<file path="src/bscf_defs.svh">
// Register map, field positions, reset values and timing constants
`ifndef BSCF_DEFS_SVH
`define BSCF_DEFS_SVH
// ----------------------------------------
// Register byte offsets
// ----------------------------------------
`define BSCF_OFS_CTRL    8'h00
`define BSCF_OFS_STARTUP 8'h04
`define BSCF_OFS_BLANK   8'h08
`define BSCF_OFS_WDOG    8'h0c
`define BSCF_OFS_STATUS  8'h10
`define BSCF_OFS_ADV     8'h14
// ----------------------------------------
// Configuration word fields
// ----------------------------------------
`define BSCF_RUN_BIT   0
`define BSCF_STEP_BIT  1
`define BSCF_ILIM_HI   3
`define BSCF_ILIM_LO   4
`define BSCF_SPD_LSB   5
`define BSCF_SPD_MSB   18
`define BSCF_POLE_HI   20
`define BSCF_POLE_LO   21
`define BSCF_DIAG_HI   22
`define BSCF_DIAG_LO   23
`define BSCF_CFG_W     24
// ----------------------------------------
// Timing
// ----------------------------------------
`define BSCF_CLK_MHZ     50
`define BSCF_STARTUP_US  2000
`define BSCF_BLANK_US    20
`define BSCF_WDOG_US     400
`define BSCF_TMR_W       20
`define BSCF_ADV_RST     20'h00040
`define BSCF_XING_8P     6'h18
`define BSCF_XING_12P    6'h24
`define BSCF_XING_16P    6'h30
// ----------------------------------------
// Current limits in mA
// ----------------------------------------
`define BSCF_ILIM_SAT   11'h7ff
`define BSCF_ILIM_1A    11'h3e8
`define BSCF_ILIM_800   11'h320
`define BSCF_ILIM_600   11'h258
`endif

</file>
<file path="src/bscf_pkg.sv">
// Types shared by the commutation block
package bscf_pkg;
   typedef enum logic [2:0] {SEQ_S1, SEQ_S2, SEQ_S3, SEQ_S4, SEQ_S5, SEQ_S6} bscf_seq_t;
   typedef logic [19:0] bscf_tmr_t;
endpackage : bscf_pkg

</file>
<file path="src/bscf_ref_window.sv">
// Speed reference window timed in reference oscillator cycles
`timescale 1ns/1ps
module bscf_ref_window (
   input  wire logic        clk,
   input  wire logic        reset_n,
   input  wire logic        oscRise,
   input  wire logic        start,
   input  wire logic [17:0] winLen,
   output logic             window,
   output logic             windowFall
);
   logic [17:0] cnt_r;
   wire         lastTick = oscRise && (cnt_r == 18'h00001);

   always_ff @(posedge clk or negedge reset_n) begin
      if (!reset_n) begin
         cnt_r      <= 18'h00000;
         window     <= 1'b0;
         windowFall <= 1'b0;
      end else begin
         windowFall <= window && lastTick && !start;
         if (start && winLen != 18'h00000) begin
            cnt_r  <= winLen;
            window <= 1'b1;
         end else if (window && oscRise) begin
            cnt_r  <= cnt_r - 18'h00001;
            window <= !lastTick;
         end
      end
   end
endmodule : bscf_ref_window

</file>
<file path="src/bscf_sync.sv">
// Three-stage pin synchroniser; a change is accepted once stages two and three agree
`timescale 1ns/1ps
module bscf_sync #(
   parameter int W = 4
) (
   input  wire logic         clk,
   input  wire logic         reset_n,
   input  wire logic [W-1:0] pinIn,
   output logic      [W-1:0] stableOut
);
   logic [W-1:0] s1_r;
   logic [W-1:0] s2_r;
   logic [W-1:0] s3_r;
   genvar i;
   generate
      for (i = 0; i < W; i++) begin : g_bit
         always_ff @(posedge clk or negedge reset_n) begin
            if (!reset_n) begin
               s1_r[i]      <= 1'b0;
               s2_r[i]      <= 1'b0;
               s3_r[i]      <= 1'b0;
               stableOut[i] <= 1'b0;
            end else begin
               s1_r[i] <= pinIn[i];
               s2_r[i] <= s1_r[i];
               s3_r[i] <= s2_r[i];
               if (s2_r[i] == s3_r[i]) begin
                  stableOut[i] <= s3_r[i];
               end
            end
         end
      end
   endgenerate
endmodule : bscf_sync

</file>
<file path="src/bscf_top.sv">
// Sensorless commutation sequencer, timers and speed loop with AHB-Lite registers
//
// Decided for this implementation: register access over AHB-Lite and the register offsets.
`timescale 1ns/1ps
`include "bscf_defs.svh"
module bscf_top (
   input  wire logic        clk,
   input  wire logic        reset_n,
   input  wire logic        hsel,
   input  wire logic [31:0] haddr,
   input  wire logic [1:0]  htrans,
   input  wire logic        hwrite,
   input  wire logic [2:0]  hsize,
   input  wire logic [31:0] hwdata,
   input  wire logic        hready,
   output logic             hreadyout,
   output logic [31:0]      hrdata,
   output logic             hresp,
   input  wire logic        bemfCmpA,
   input  wire logic        bemfCmpB,
   input  wire logic        bemfCmpC,
   input  wire logic        refOscClock,
   input  wire logic [10:0] currentReq,
   output logic             phaseAOut,
   output logic             phaseAOe,
   output logic             phaseBOut,
   output logic             phaseBOe,
   output logic             phaseCOut,
   output logic             phaseCOe,
   output logic [10:0]      currentCmd,
   output logic             diagOut,
   output logic             speedUp,
   output logic             slowDown,
   output bscf_pkg::bscf_seq_t seqState
);
   import bscf_pkg::*;

   // ----------------------------------------
   // Helpers
   // ----------------------------------------
   // Returns {oeA,hiA,oeB,hiB,oeC,hiC}
   function automatic logic [5:0] driveOf(input bscf_seq_t s);
      unique case (s)
         SEQ_S1: driveOf = 6'b111000;
         SEQ_S2: driveOf = 6'b001011;
         SEQ_S3: driveOf = 6'b100011;
         SEQ_S4: driveOf = 6'b101100;
         SEQ_S5: driveOf = 6'b001110;
         default: driveOf = 6'b110010;
      endcase
   endfunction : driveOf

   function automatic bscf_seq_t nextOf(input bscf_seq_t s);
      nextOf = (s == SEQ_S6) ? SEQ_S1 : bscf_seq_t'(s + 3'h1);
   endfunction : nextOf

   function automatic bscf_tmr_t usToCycles(input int us);
      usToCycles = bscf_tmr_t'(us * `BSCF_CLK_MHZ);
   endfunction : usToCycles

   // ----------------------------------------
   // Register bus
   // ----------------------------------------
   logic [`BSCF_CFG_W-1:0] cfg_r;
   bscf_tmr_t              startLen_r;
   bscf_tmr_t              blankLen_r;
   bscf_tmr_t              wdLen_r;
   bscf_tmr_t              advThr_r;
   logic                   wrPend_r;
   logic [7:0]             wrAddr_r;
   logic [31:0]            statusWord;

   wire        addrPhase = hsel && hready && htrans[1];
   wire [7:0]  regAddr   = haddr[7:0];
   wire        wrCtrl    = wrPend_r && wrAddr_r == `BSCF_OFS_CTRL;
   wire        wrStart   = wrPend_r && wrAddr_r == `BSCF_OFS_STARTUP;
   wire        wrBlank   = wrPend_r && wrAddr_r == `BSCF_OFS_BLANK;
   wire        wrWdog    = wrPend_r && wrAddr_r == `BSCF_OFS_WDOG;
   wire        wrAdv     = wrPend_r && wrAddr_r == `BSCF_OFS_ADV;
   wire [31:0] rdMux     =
      (regAddr == `BSCF_OFS_CTRL)    ? {8'h00, cfg_r} :
      (regAddr == `BSCF_OFS_STARTUP) ? {12'h000, startLen_r} :
      (regAddr == `BSCF_OFS_BLANK)   ? {12'h000, blankLen_r} :
      (regAddr == `BSCF_OFS_WDOG)    ? {12'h000, wdLen_r} :
      (regAddr == `BSCF_OFS_ADV)     ? {12'h000, advThr_r} :
      (regAddr == `BSCF_OFS_STATUS)  ? statusWord : 32'h00000000;

   // Zero wait states, so the slave never stretches a transfer
   assign hreadyout = 1'b1;
   assign hresp     = 1'b0;

   always_ff @(posedge clk or negedge reset_n) begin
      if (!reset_n) begin
         wrPend_r <= 1'b0;
         wrAddr_r <= 8'h00;
         hrdata   <= 32'h00000000;
      end else begin
         wrPend_r <= addrPhase && hwrite;
         wrAddr_r <= regAddr;
         if (addrPhase && !hwrite) begin
            hrdata <= rdMux;
         end
      end
   end

   always_ff @(posedge clk or negedge reset_n) begin
      if (!reset_n) begin
         cfg_r      <= {`BSCF_CFG_W{1'b0}};
         startLen_r <= usToCycles(`BSCF_STARTUP_US);
         blankLen_r <= usToCycles(`BSCF_BLANK_US);
         wdLen_r    <= usToCycles(`BSCF_WDOG_US);
         advThr_r   <= `BSCF_ADV_RST;
      end else begin
         if (wrCtrl)  cfg_r      <= hwdata[`BSCF_CFG_W-1:0];
         if (wrStart) startLen_r <= hwdata[19:0];
         if (wrBlank) blankLen_r <= hwdata[19:0];
         if (wrWdog)  wdLen_r    <= hwdata[19:0];
         if (wrAdv)   advThr_r   <= hwdata[19:0];
      end
   end

   wire       runEn    = cfg_r[`BSCF_RUN_BIT];
   wire       stepOnly = cfg_r[`BSCF_STEP_BIT];
   wire [1:0] ilimSel  = {cfg_r[`BSCF_ILIM_HI], cfg_r[`BSCF_ILIM_LO]};
   wire [1:0] poleSel  = {cfg_r[`BSCF_POLE_HI], cfg_r[`BSCF_POLE_LO]};
   wire [1:0] diagSel  = {cfg_r[`BSCF_DIAG_HI], cfg_r[`BSCF_DIAG_LO]};
   // Active-low count bits, lowest weighs 16
   wire [17:0] winLen  = {~cfg_r[`BSCF_SPD_MSB:`BSCF_SPD_LSB], 4'h0};
   // Blanking is clipped one cycle under the watchdog
   wire bscf_tmr_t blankEff = (blankLen_r < wdLen_r) ? blankLen_r
                                                     : wdLen_r - 20'h00001;

   // ----------------------------------------
   // Pin synchronisers
   // ----------------------------------------
   logic [3:0] pinStable;
   logic       oscPrev_r;

   bscf_sync #(.W(4)) u_sync (
      .clk       (clk),
      .reset_n   (reset_n),
      .pinIn     ({refOscClock, bemfCmpC, bemfCmpB, bemfCmpA}),
      .stableOut (pinStable)
   );

   wire oscRise = pinStable[3] && !oscPrev_r;

   // ----------------------------------------
   // Sequencer and crossing detection
   // ----------------------------------------
   bscf_seq_t seq_r;
   logic      zct_r;
   logic      seen_r;
   logic      synced_r;
   bscf_tmr_t stCnt_r;
   bscf_tmr_t bwCnt_r;
   logic [5:0] drive_r;
   logic [1:0] fire;
   logic       commutate;

   // Floating phase and its expected level after the crossing
   wire [1:0] floatIdx   = (seq_r == SEQ_S2 || seq_r == SEQ_S5) ? 2'd0 :
                           (seq_r == SEQ_S3 || seq_r == SEQ_S6) ? 2'd1 : 2'd2;
   wire       expectHigh = (seq_r == SEQ_S1 || seq_r == SEQ_S3 || seq_r == SEQ_S5);
   wire       bemfSel    = pinStable[floatIdx];
   wire       blanking   = bwCnt_r < blankEff;
   wire       crossing   = runEn && !stepOnly && !blanking && !seen_r
                           && (bemfSel == expectHigh);
   wire       startFire  = runEn && (stCnt_r >= startLen_r);
   wire       wdFire     = runEn && !stepOnly && !seen_r && (bwCnt_r >= wdLen_r);
   wire       delayFire  = runEn && !stepOnly && (|fire);
   assign     commutate  = startFire || wdFire || delayFire;
   wire bscf_seq_t seqNxt = !runEn ? SEQ_S1 : commutate ? nextOf(seq_r) : seq_r;

   always_ff @(posedge clk or negedge reset_n) begin
      if (!reset_n) begin
         seq_r    <= SEQ_S1;
         drive_r  <= 6'b000000;
         zct_r    <= 1'b0;
         seen_r   <= 1'b0;
         synced_r <= 1'b0;
         oscPrev_r <= 1'b0;
      end else begin
         oscPrev_r <= pinStable[3];
         seq_r   <= seqNxt;
         drive_r <= runEn ? driveOf(seqNxt) : 6'b000000;
         if (crossing) zct_r <= !zct_r;
         seen_r  <= runEn && !commutate && (seen_r || crossing);
         if (!runEn || startFire || wdFire) synced_r <= 1'b0;
         else if (delayFire) synced_r <= 1'b1;
      end
   end

   // Both interval timers restart on every commutation
   always_ff @(posedge clk or negedge reset_n) begin
      if (!reset_n) begin
         stCnt_r <= 20'h00000;
         bwCnt_r <= 20'h00000;
      end else if (!runEn || commutate) begin
         stCnt_r <= 20'h00000;
         bwCnt_r <= 20'h00000;
      end else begin
         stCnt_r <= stCnt_r + 20'h00001;
         if (bwCnt_r != 20'hfffff) bwCnt_r <= bwCnt_r + 20'h00001;
      end
   end

   assign {phaseAOe, phaseAOut, phaseBOe, phaseBOut, phaseCOe, phaseCOut} = drive_r;
   assign seqState = seq_r;

   // ----------------------------------------
   // Adaptive commutation delay timers
   // ----------------------------------------
   // Index 0 works on the high level, index 1 on the low level
   bscf_tmr_t  dCnt_r [2];
   logic [1:0] acc_r;
   logic [1:0] dis_r;
   genvar gi;
   generate
      for (gi = 0; gi < 2; gi++) begin : g_delay
         wire levelNow  = (gi == 0) ? zct_r : !zct_r;
         wire riseInto  = crossing && !levelNow;
         wire fallOut   = crossing && levelNow;
         // Draining stops at a threshold above zero, so commutation lands early
         assign fire[gi] = dis_r[gi] && (dCnt_r[gi] <= advThr_r);
         always_ff @(posedge clk or negedge reset_n) begin
            if (!reset_n) begin
               dCnt_r[gi] <= 20'h00000;
               acc_r[gi]  <= 1'b0;
               dis_r[gi]  <= 1'b0;
            end else if (!runEn || stepOnly) begin
               acc_r[gi] <= 1'b0;
               dis_r[gi] <= 1'b0;
            end else if (riseInto) begin
               dCnt_r[gi] <= 20'h00000;
               acc_r[gi]  <= 1'b1;
               dis_r[gi]  <= 1'b0;
            end else if (fallOut && acc_r[gi]) begin
               acc_r[gi] <= 1'b0;
               dis_r[gi] <= 1'b1;
            end else if (fire[gi]) begin
               dis_r[gi] <= 1'b0;
            end else if (acc_r[gi] && dCnt_r[gi] != 20'hfffff) begin
               dCnt_r[gi] <= dCnt_r[gi] + 20'h00001;
            end else if (dis_r[gi]) begin
               dCnt_r[gi] <= (dCnt_r[gi] > 20'h00001) ? dCnt_r[gi] - 20'h00002 : 20'h00000;
            end
         end
      end
   endgenerate

   // ----------------------------------------
   // Revolution signal and speed loop
   // ----------------------------------------
   logic [5:0] revCnt_r;
   logic       rev_r;
   logic       revPrev_r;
   logic       window;
   logic       windowFall;
   // Crossings per revolution are three times the pole count
   wire [5:0]  revCrossings = (poleSel == 2'b10) ? `BSCF_XING_16P :
                              (poleSel == 2'b11) ? `BSCF_XING_12P : `BSCF_XING_8P;
   wire        revRise = rev_r && !revPrev_r;
   wire        revFall = !rev_r && revPrev_r;

   always_ff @(posedge clk or negedge reset_n) begin
      if (!reset_n) begin
         revCnt_r  <= 6'h00;
         rev_r     <= 1'b0;
         revPrev_r <= 1'b0;
      end else begin
         revPrev_r <= rev_r;
         if (crossing) begin
            if (revCnt_r >= revCrossings - 6'h01) begin
               revCnt_r <= 6'h00;
               rev_r    <= !rev_r;
            end else begin
               revCnt_r <= revCnt_r + 6'h01;
            end
         end
      end
   end

   bscf_ref_window u_ref (
      .clk        (clk),
      .reset_n    (reset_n),
      .oscRise    (oscRise),
      .start      (revRise),
      .winLen     (winLen),
      .window     (window),
      .windowFall (windowFall)
   );

   // Revolution ending first means the motor runs fast
   always_ff @(posedge clk or negedge reset_n) begin
      if (!reset_n) begin
         speedUp  <= 1'b0;
         slowDown <= 1'b0;
      end else begin
         if (revFall && window) slowDown <= 1'b1;
         else if (windowFall || !window) slowDown <= 1'b0;
         if (windowFall && rev_r) speedUp <= 1'b1;
         else if (revFall || !rev_r) speedUp <= 1'b0;
      end
   end

   // ----------------------------------------
   // Current limit and diagnostics
   // ----------------------------------------
   wire [10:0] ilimVal = (ilimSel == 2'b01) ? `BSCF_ILIM_1A :
                         (ilimSel == 2'b10) ? `BSCF_ILIM_800 :
                         (ilimSel == 2'b11) ? `BSCF_ILIM_600 : `BSCF_ILIM_SAT;
   // Thermal code reads low: that sensing lives outside this block
   wire        diagNxt = (diagSel == 2'b11) ? zct_r :
                         (diagSel == 2'b10) ? window :
                         (diagSel == 2'b00) ? rev_r : 1'b0;

   always_ff @(posedge clk or negedge reset_n) begin
      if (!reset_n) begin
         currentCmd <= 11'h000;
         diagOut    <= 1'b0;
      end else begin
         currentCmd <= (currentReq < ilimVal) ? currentReq : ilimVal;
         diagOut    <= diagNxt;
      end
   end

   assign statusWord = {22'h000000, synced_r, slowDown, speedUp, window,
                        blanking, rev_r, zct_r, seq_r};
endmodule : bscf_top
</file>
<file path="config.mk">
export PLATFORM = sky130hd
export DESIGN_NAME = bscf_top
export DESIGN_NICKNAME = d
export VERILOG_FILES = /design/src/bscf_pkg.sv /design/src/bscf_ref_window.sv /design/src/bscf_sync.sv /design/src/bscf_top.sv
export VERILOG_INCLUDE_DIRS = /design/src /design/src/src
export SDC_FILE = /design/constraint.sdc
export NUM_CORES = 1
export LEC_CHECK = 0
export ABC_AREA = 1
export CORE_UTILIZATION = 65
export DETAILED_ROUTE_END_ITERATION = 10
export DONT_BUFFER_PORTS = 1
export PLACE_DENSITY = 0.8
export SLEW_MARGIN = 10
export SYNTH_ARGS = -nofsm -noshare
export SYNTH_HDL_FRONTEND = slang
export SYNTH_SLANG_ARGS = --single-unit
</file>
<file path="constraint.sdc">
create_clock -name clk -period 5.45 [get_ports clk]
set_clock_uncertainty 0.05 [all_clocks]
set_input_delay 1.635 -clock clk [delete_from_list [all_inputs] [get_ports clk]]
set_output_delay 1.635 -clock clk [all_outputs]
set_load 0.01 [all_outputs]
</file>
==> run_results.csv <==
group,metric,value,unit
critical_path,cp.arrival,5.28,ns
timing,holdWs,0.296,ns
critical_path,path_common_cell,"nand2_1",
final_layout,diodes,0,
critical_path,reg2reg_from,"wdLen_r[15]",
final_layout,layout_common_cells,"nand2_1 (493), inv_1 (277), dfrtp_1 (274)",
timing,slew_viol_final,0,
die,die_area,28900,um2
die,boundaryPins,146,
final_layout,drive_above_1_share,5.59,%
die,initial_core_util,66.0,%
clock_network,cts_buffers,31,
synthesis,ys_seq_elements,292,
timing,post-route-period-util,89.5,%
clock_network,cts_max_level,1,
place,finalWeightedCongestion,0.991,
critical_path,crit_family,"simple AND/OR/NAND/NOR gates",
grt,grt_pass1_vias,15149,
timing,fin_ws,0.572,ns
timing,tightest_slew,1.25,ns
drt,route.detailed.drc,0,
worst_hold_path,hold_path.class,"reg2reg",
worst_hold_path,hp-start,"u_sync.s1_r[2]",
power,max-vdd-ir-drop,0.246,mV
worst_hold_path,holdPathEnd,"u_sync.s2_r[2]",
place,place_area,18500,um2
synthesis,synthCells,2335,
clock_network,clkTransAtPathRegs,0.07,ns
clock_network,root_buffer,"clkbuf_16",
final_layout,area_growth,6.96,%
synthesis,synth.distinct_cells,61,
timing,hold_violations,0,
critical_path,reg2reg_depth,23,
drt,firstDrtPassIters,6,
timing,finalCriticalPeriod,4.88,ns
critical_path,criticalPathCategory,"reg2reg",
status,status,"completed",
critical_path,crit_fanout,23,
grt,antenna_found_initial,0,
critical_path,rr_endpoint,"dCnt_r[5]",
power,p_leak,0.0102,uW
synthesis,ys.warnings.count,0,
timing,finalSetupViolations,0,
synthesis,synth_flop_cell,"dfrtp_1",
clock_network,post_cts_buffers,0,
drt,routed_wl,48500,um
run,cap_violations,0,
synthesis,synth_edf_count,0,
timing,setup_tns,0,ns
place,hpwl,35800,um
grt,grtUsageTotal,34.2,%
clock_network,cts.sinks,292,
die,fp.dieW,170,um
timing,rsz0062_at_grt,"no",
final_layout,fin_nets,2540,
drt,vias,16074,
critical_path,slowest_stage,"dfrtp_1",
final_layout,layout_commonest_cell,"nand2_1",
clock_network,insertion_delay,0.58,ns
timing,fmax,205,MHz
place,port_buffers,0,
grt,grt_pass1_wl,77700,um
critical_path,crit_buf_inv,5,
critical_path,max_stage_delay,0.49,ns
drt,ant_nets,0,
critical_path,critPathRequiredTime,5.85,ns
synthesis,synth-seq-area-share,40.0,%
timing,slew_headroom,16.6,%
critical_path,r2r_slack,0.57,ns
die,fp.coreArea,27800,um2
final_layout,fin_area,19600,um2
critical_path,endpoint_kind,"register",
die,core.rowCount,61,
drt,wl_per_cell,17.9,um
grt,overflow,0,
drt,via_per_inst,5.95,
die,die_h,170,um
synthesis,async_reset_ff_share,100,%
drt,drtIter0Drc,1552,
place,dp_slack,0.493,ns
critical_path,cp_cell_sequence,"inv_1 -> ha_1 -> nand2_1 -> inv_1 -> nand2_1 -> nand2_1 -> a21oi_1 -> nand3_1 -> buf_4 -> o21ai_0 -> ha_1 -> nand2_1 -> nor2_1 -> a211oi_1 -> o221ai_1 -> a21oi_1 -> nand2_1 -> buf_4 -> nand4_1 -> nand3_1 -> buf_4 -> nand2_1 -> o21ai_0",
clock_network,clockBufferDepth,3,
worst_hold_path,min_path_cells,0,
critical_path,critPathLaunchType,"register",
clock_network,cts_tree,"done",
power,p_per_area,255,nW/um2
grt,grt_max_degree,293,
synthesis,syn_area_per_cell,7.85,um2
synthesis,netlist_area,18300,um2
-- cell families after synthesis --
family / after synthesis / share of synthesized area (%)
other cells: 2 / 0.0410
simple gates: 925 / 21.6
fa+ha+maj: 155 / 10.5
xor+xnor: 85 / 4.06
flops: 292 / 40.0
buf+inv: 375 / 8.18
compound gates: 501 / 15.6
-- cell usage after synthesis (3+ instances only) --
cell type	number	share of area (%)
a221o_1	3	0.16
nand4_1	35	1.2
o22ai_1	27	0.92
nand3_2	6	0.33
o21ai_0	242	6.6
nor4_1	21	0.72
nand3b_1	6	0.25
nand3_1	85	2.3
ha_1	151	10
or2_2	5	0.17
a211oi_1	14	0.57
nor2_2	4	0.14
buf_6	4	0.25
maj3_1	4	0.22
nor3b_1	7	0.29
a221oi_1	3	0.14
dfstp_2	18	2.6
o21bai_1	3	0.12
dfrtp_1	274	37
o21ai_1	29	0.79
a21oi_1	111	3.0
nor3_1	56	1.5
o31ai_1	11	0.45
buf_2	8	0.22
inv_1	277	5.7
xnor2_1	15	0.72
nor2_1	194	4.0
inv_2	7	0.14
a31oi_1	3	0.10
o211ai_1	18	0.74
o22ai_2	8	0.55
clkbuf_1	60	1.2
buf_1	4	0.082
buf_4	14	0.57
nand2_1	494	10
o221ai_1	9	0.43
xor2_1	70	3.3
a21boi_0	3	0.12
-- repair_timing --
action,in CTS,in global routing
resized for setup,0,1
endpoints found under the setup margin,0,11
hold buffers,0,0
-- flip-flops by register name, summed over array words and instances, names as in the netlist, 11 cells and up --
name         cells
advThr_r        20
dCnt_r          40
u_ref.cnt_r     18
wdLen_r         20
blankLen_r      20
stCnt_r         20
currentCmd      11
startLen_r      20
cfg_r           24
hrdata          24
bwCnt_r         20
-- per-layer routing --
| metal | global-route usage (%) | up-vias | wire [um] |
|---|---|---|---|
| met5 | 0 | - | 0 |
| met1 | 46.5 | 7596 | 20500 |
| met4 | 12.9 | 0 | 1840 |
| li1 | - | 7702 | - |
| met2 | 54.9 | 677 | 21700 |
| met3 | 5.49 | 99 | 4440 |
-- cell type report --
class / instances / area [um2]
multi-input cells: 1676 / 9550
fillers: 2243 / 8180
flip-flops and latches: 292 / 7330
inverters: 285 / 1070
clock buffers: 40 / 870
well taps: 378 / 473
clock inverters: 17 / 205
repair buffers: 14 / 105
-- worst max-delay path by stage --
stage                startpoint    endpoint  slack [ns]  cells after the start
detailed placement  wdLen_r[15]  dCnt_r[39]        0.49                     18
global placement    wdLen_r[11]  dCnt_r[36]        0.73                     19
floorplan           wdLen_r[11]   dCnt_r[8]        1.52                     24
global route        wdLen_r[15]  dCnt_r[36]        0.24                     18
finish              wdLen_r[15]   dCnt_r[5]        0.57                     23
CTS                 wdLen_r[15]  dCnt_r[39]        0.46                     18
-- power by group --
part | internal [uW] | switching (uW)
Sequential | 2260 | 96.3
Clock | 1310 | 903
Combinational | 157 | 273
-- through the flow --
| step | cells | power (uW) | util, % |
|---|---|---|---|
| floorplan | 2343 | 2700 | - |
| finish | 2702 | 5000 | 70.6 |
| global placement | 2645 | 2780 | 66.7 |
| CTS | 2702 | 5010 | 70.5 |
| detailed placement | 2645 | 2810 | 66.7 |
| global route | 2702 | 5180 | 70.6 |
(Power assumes the default switching activity.)
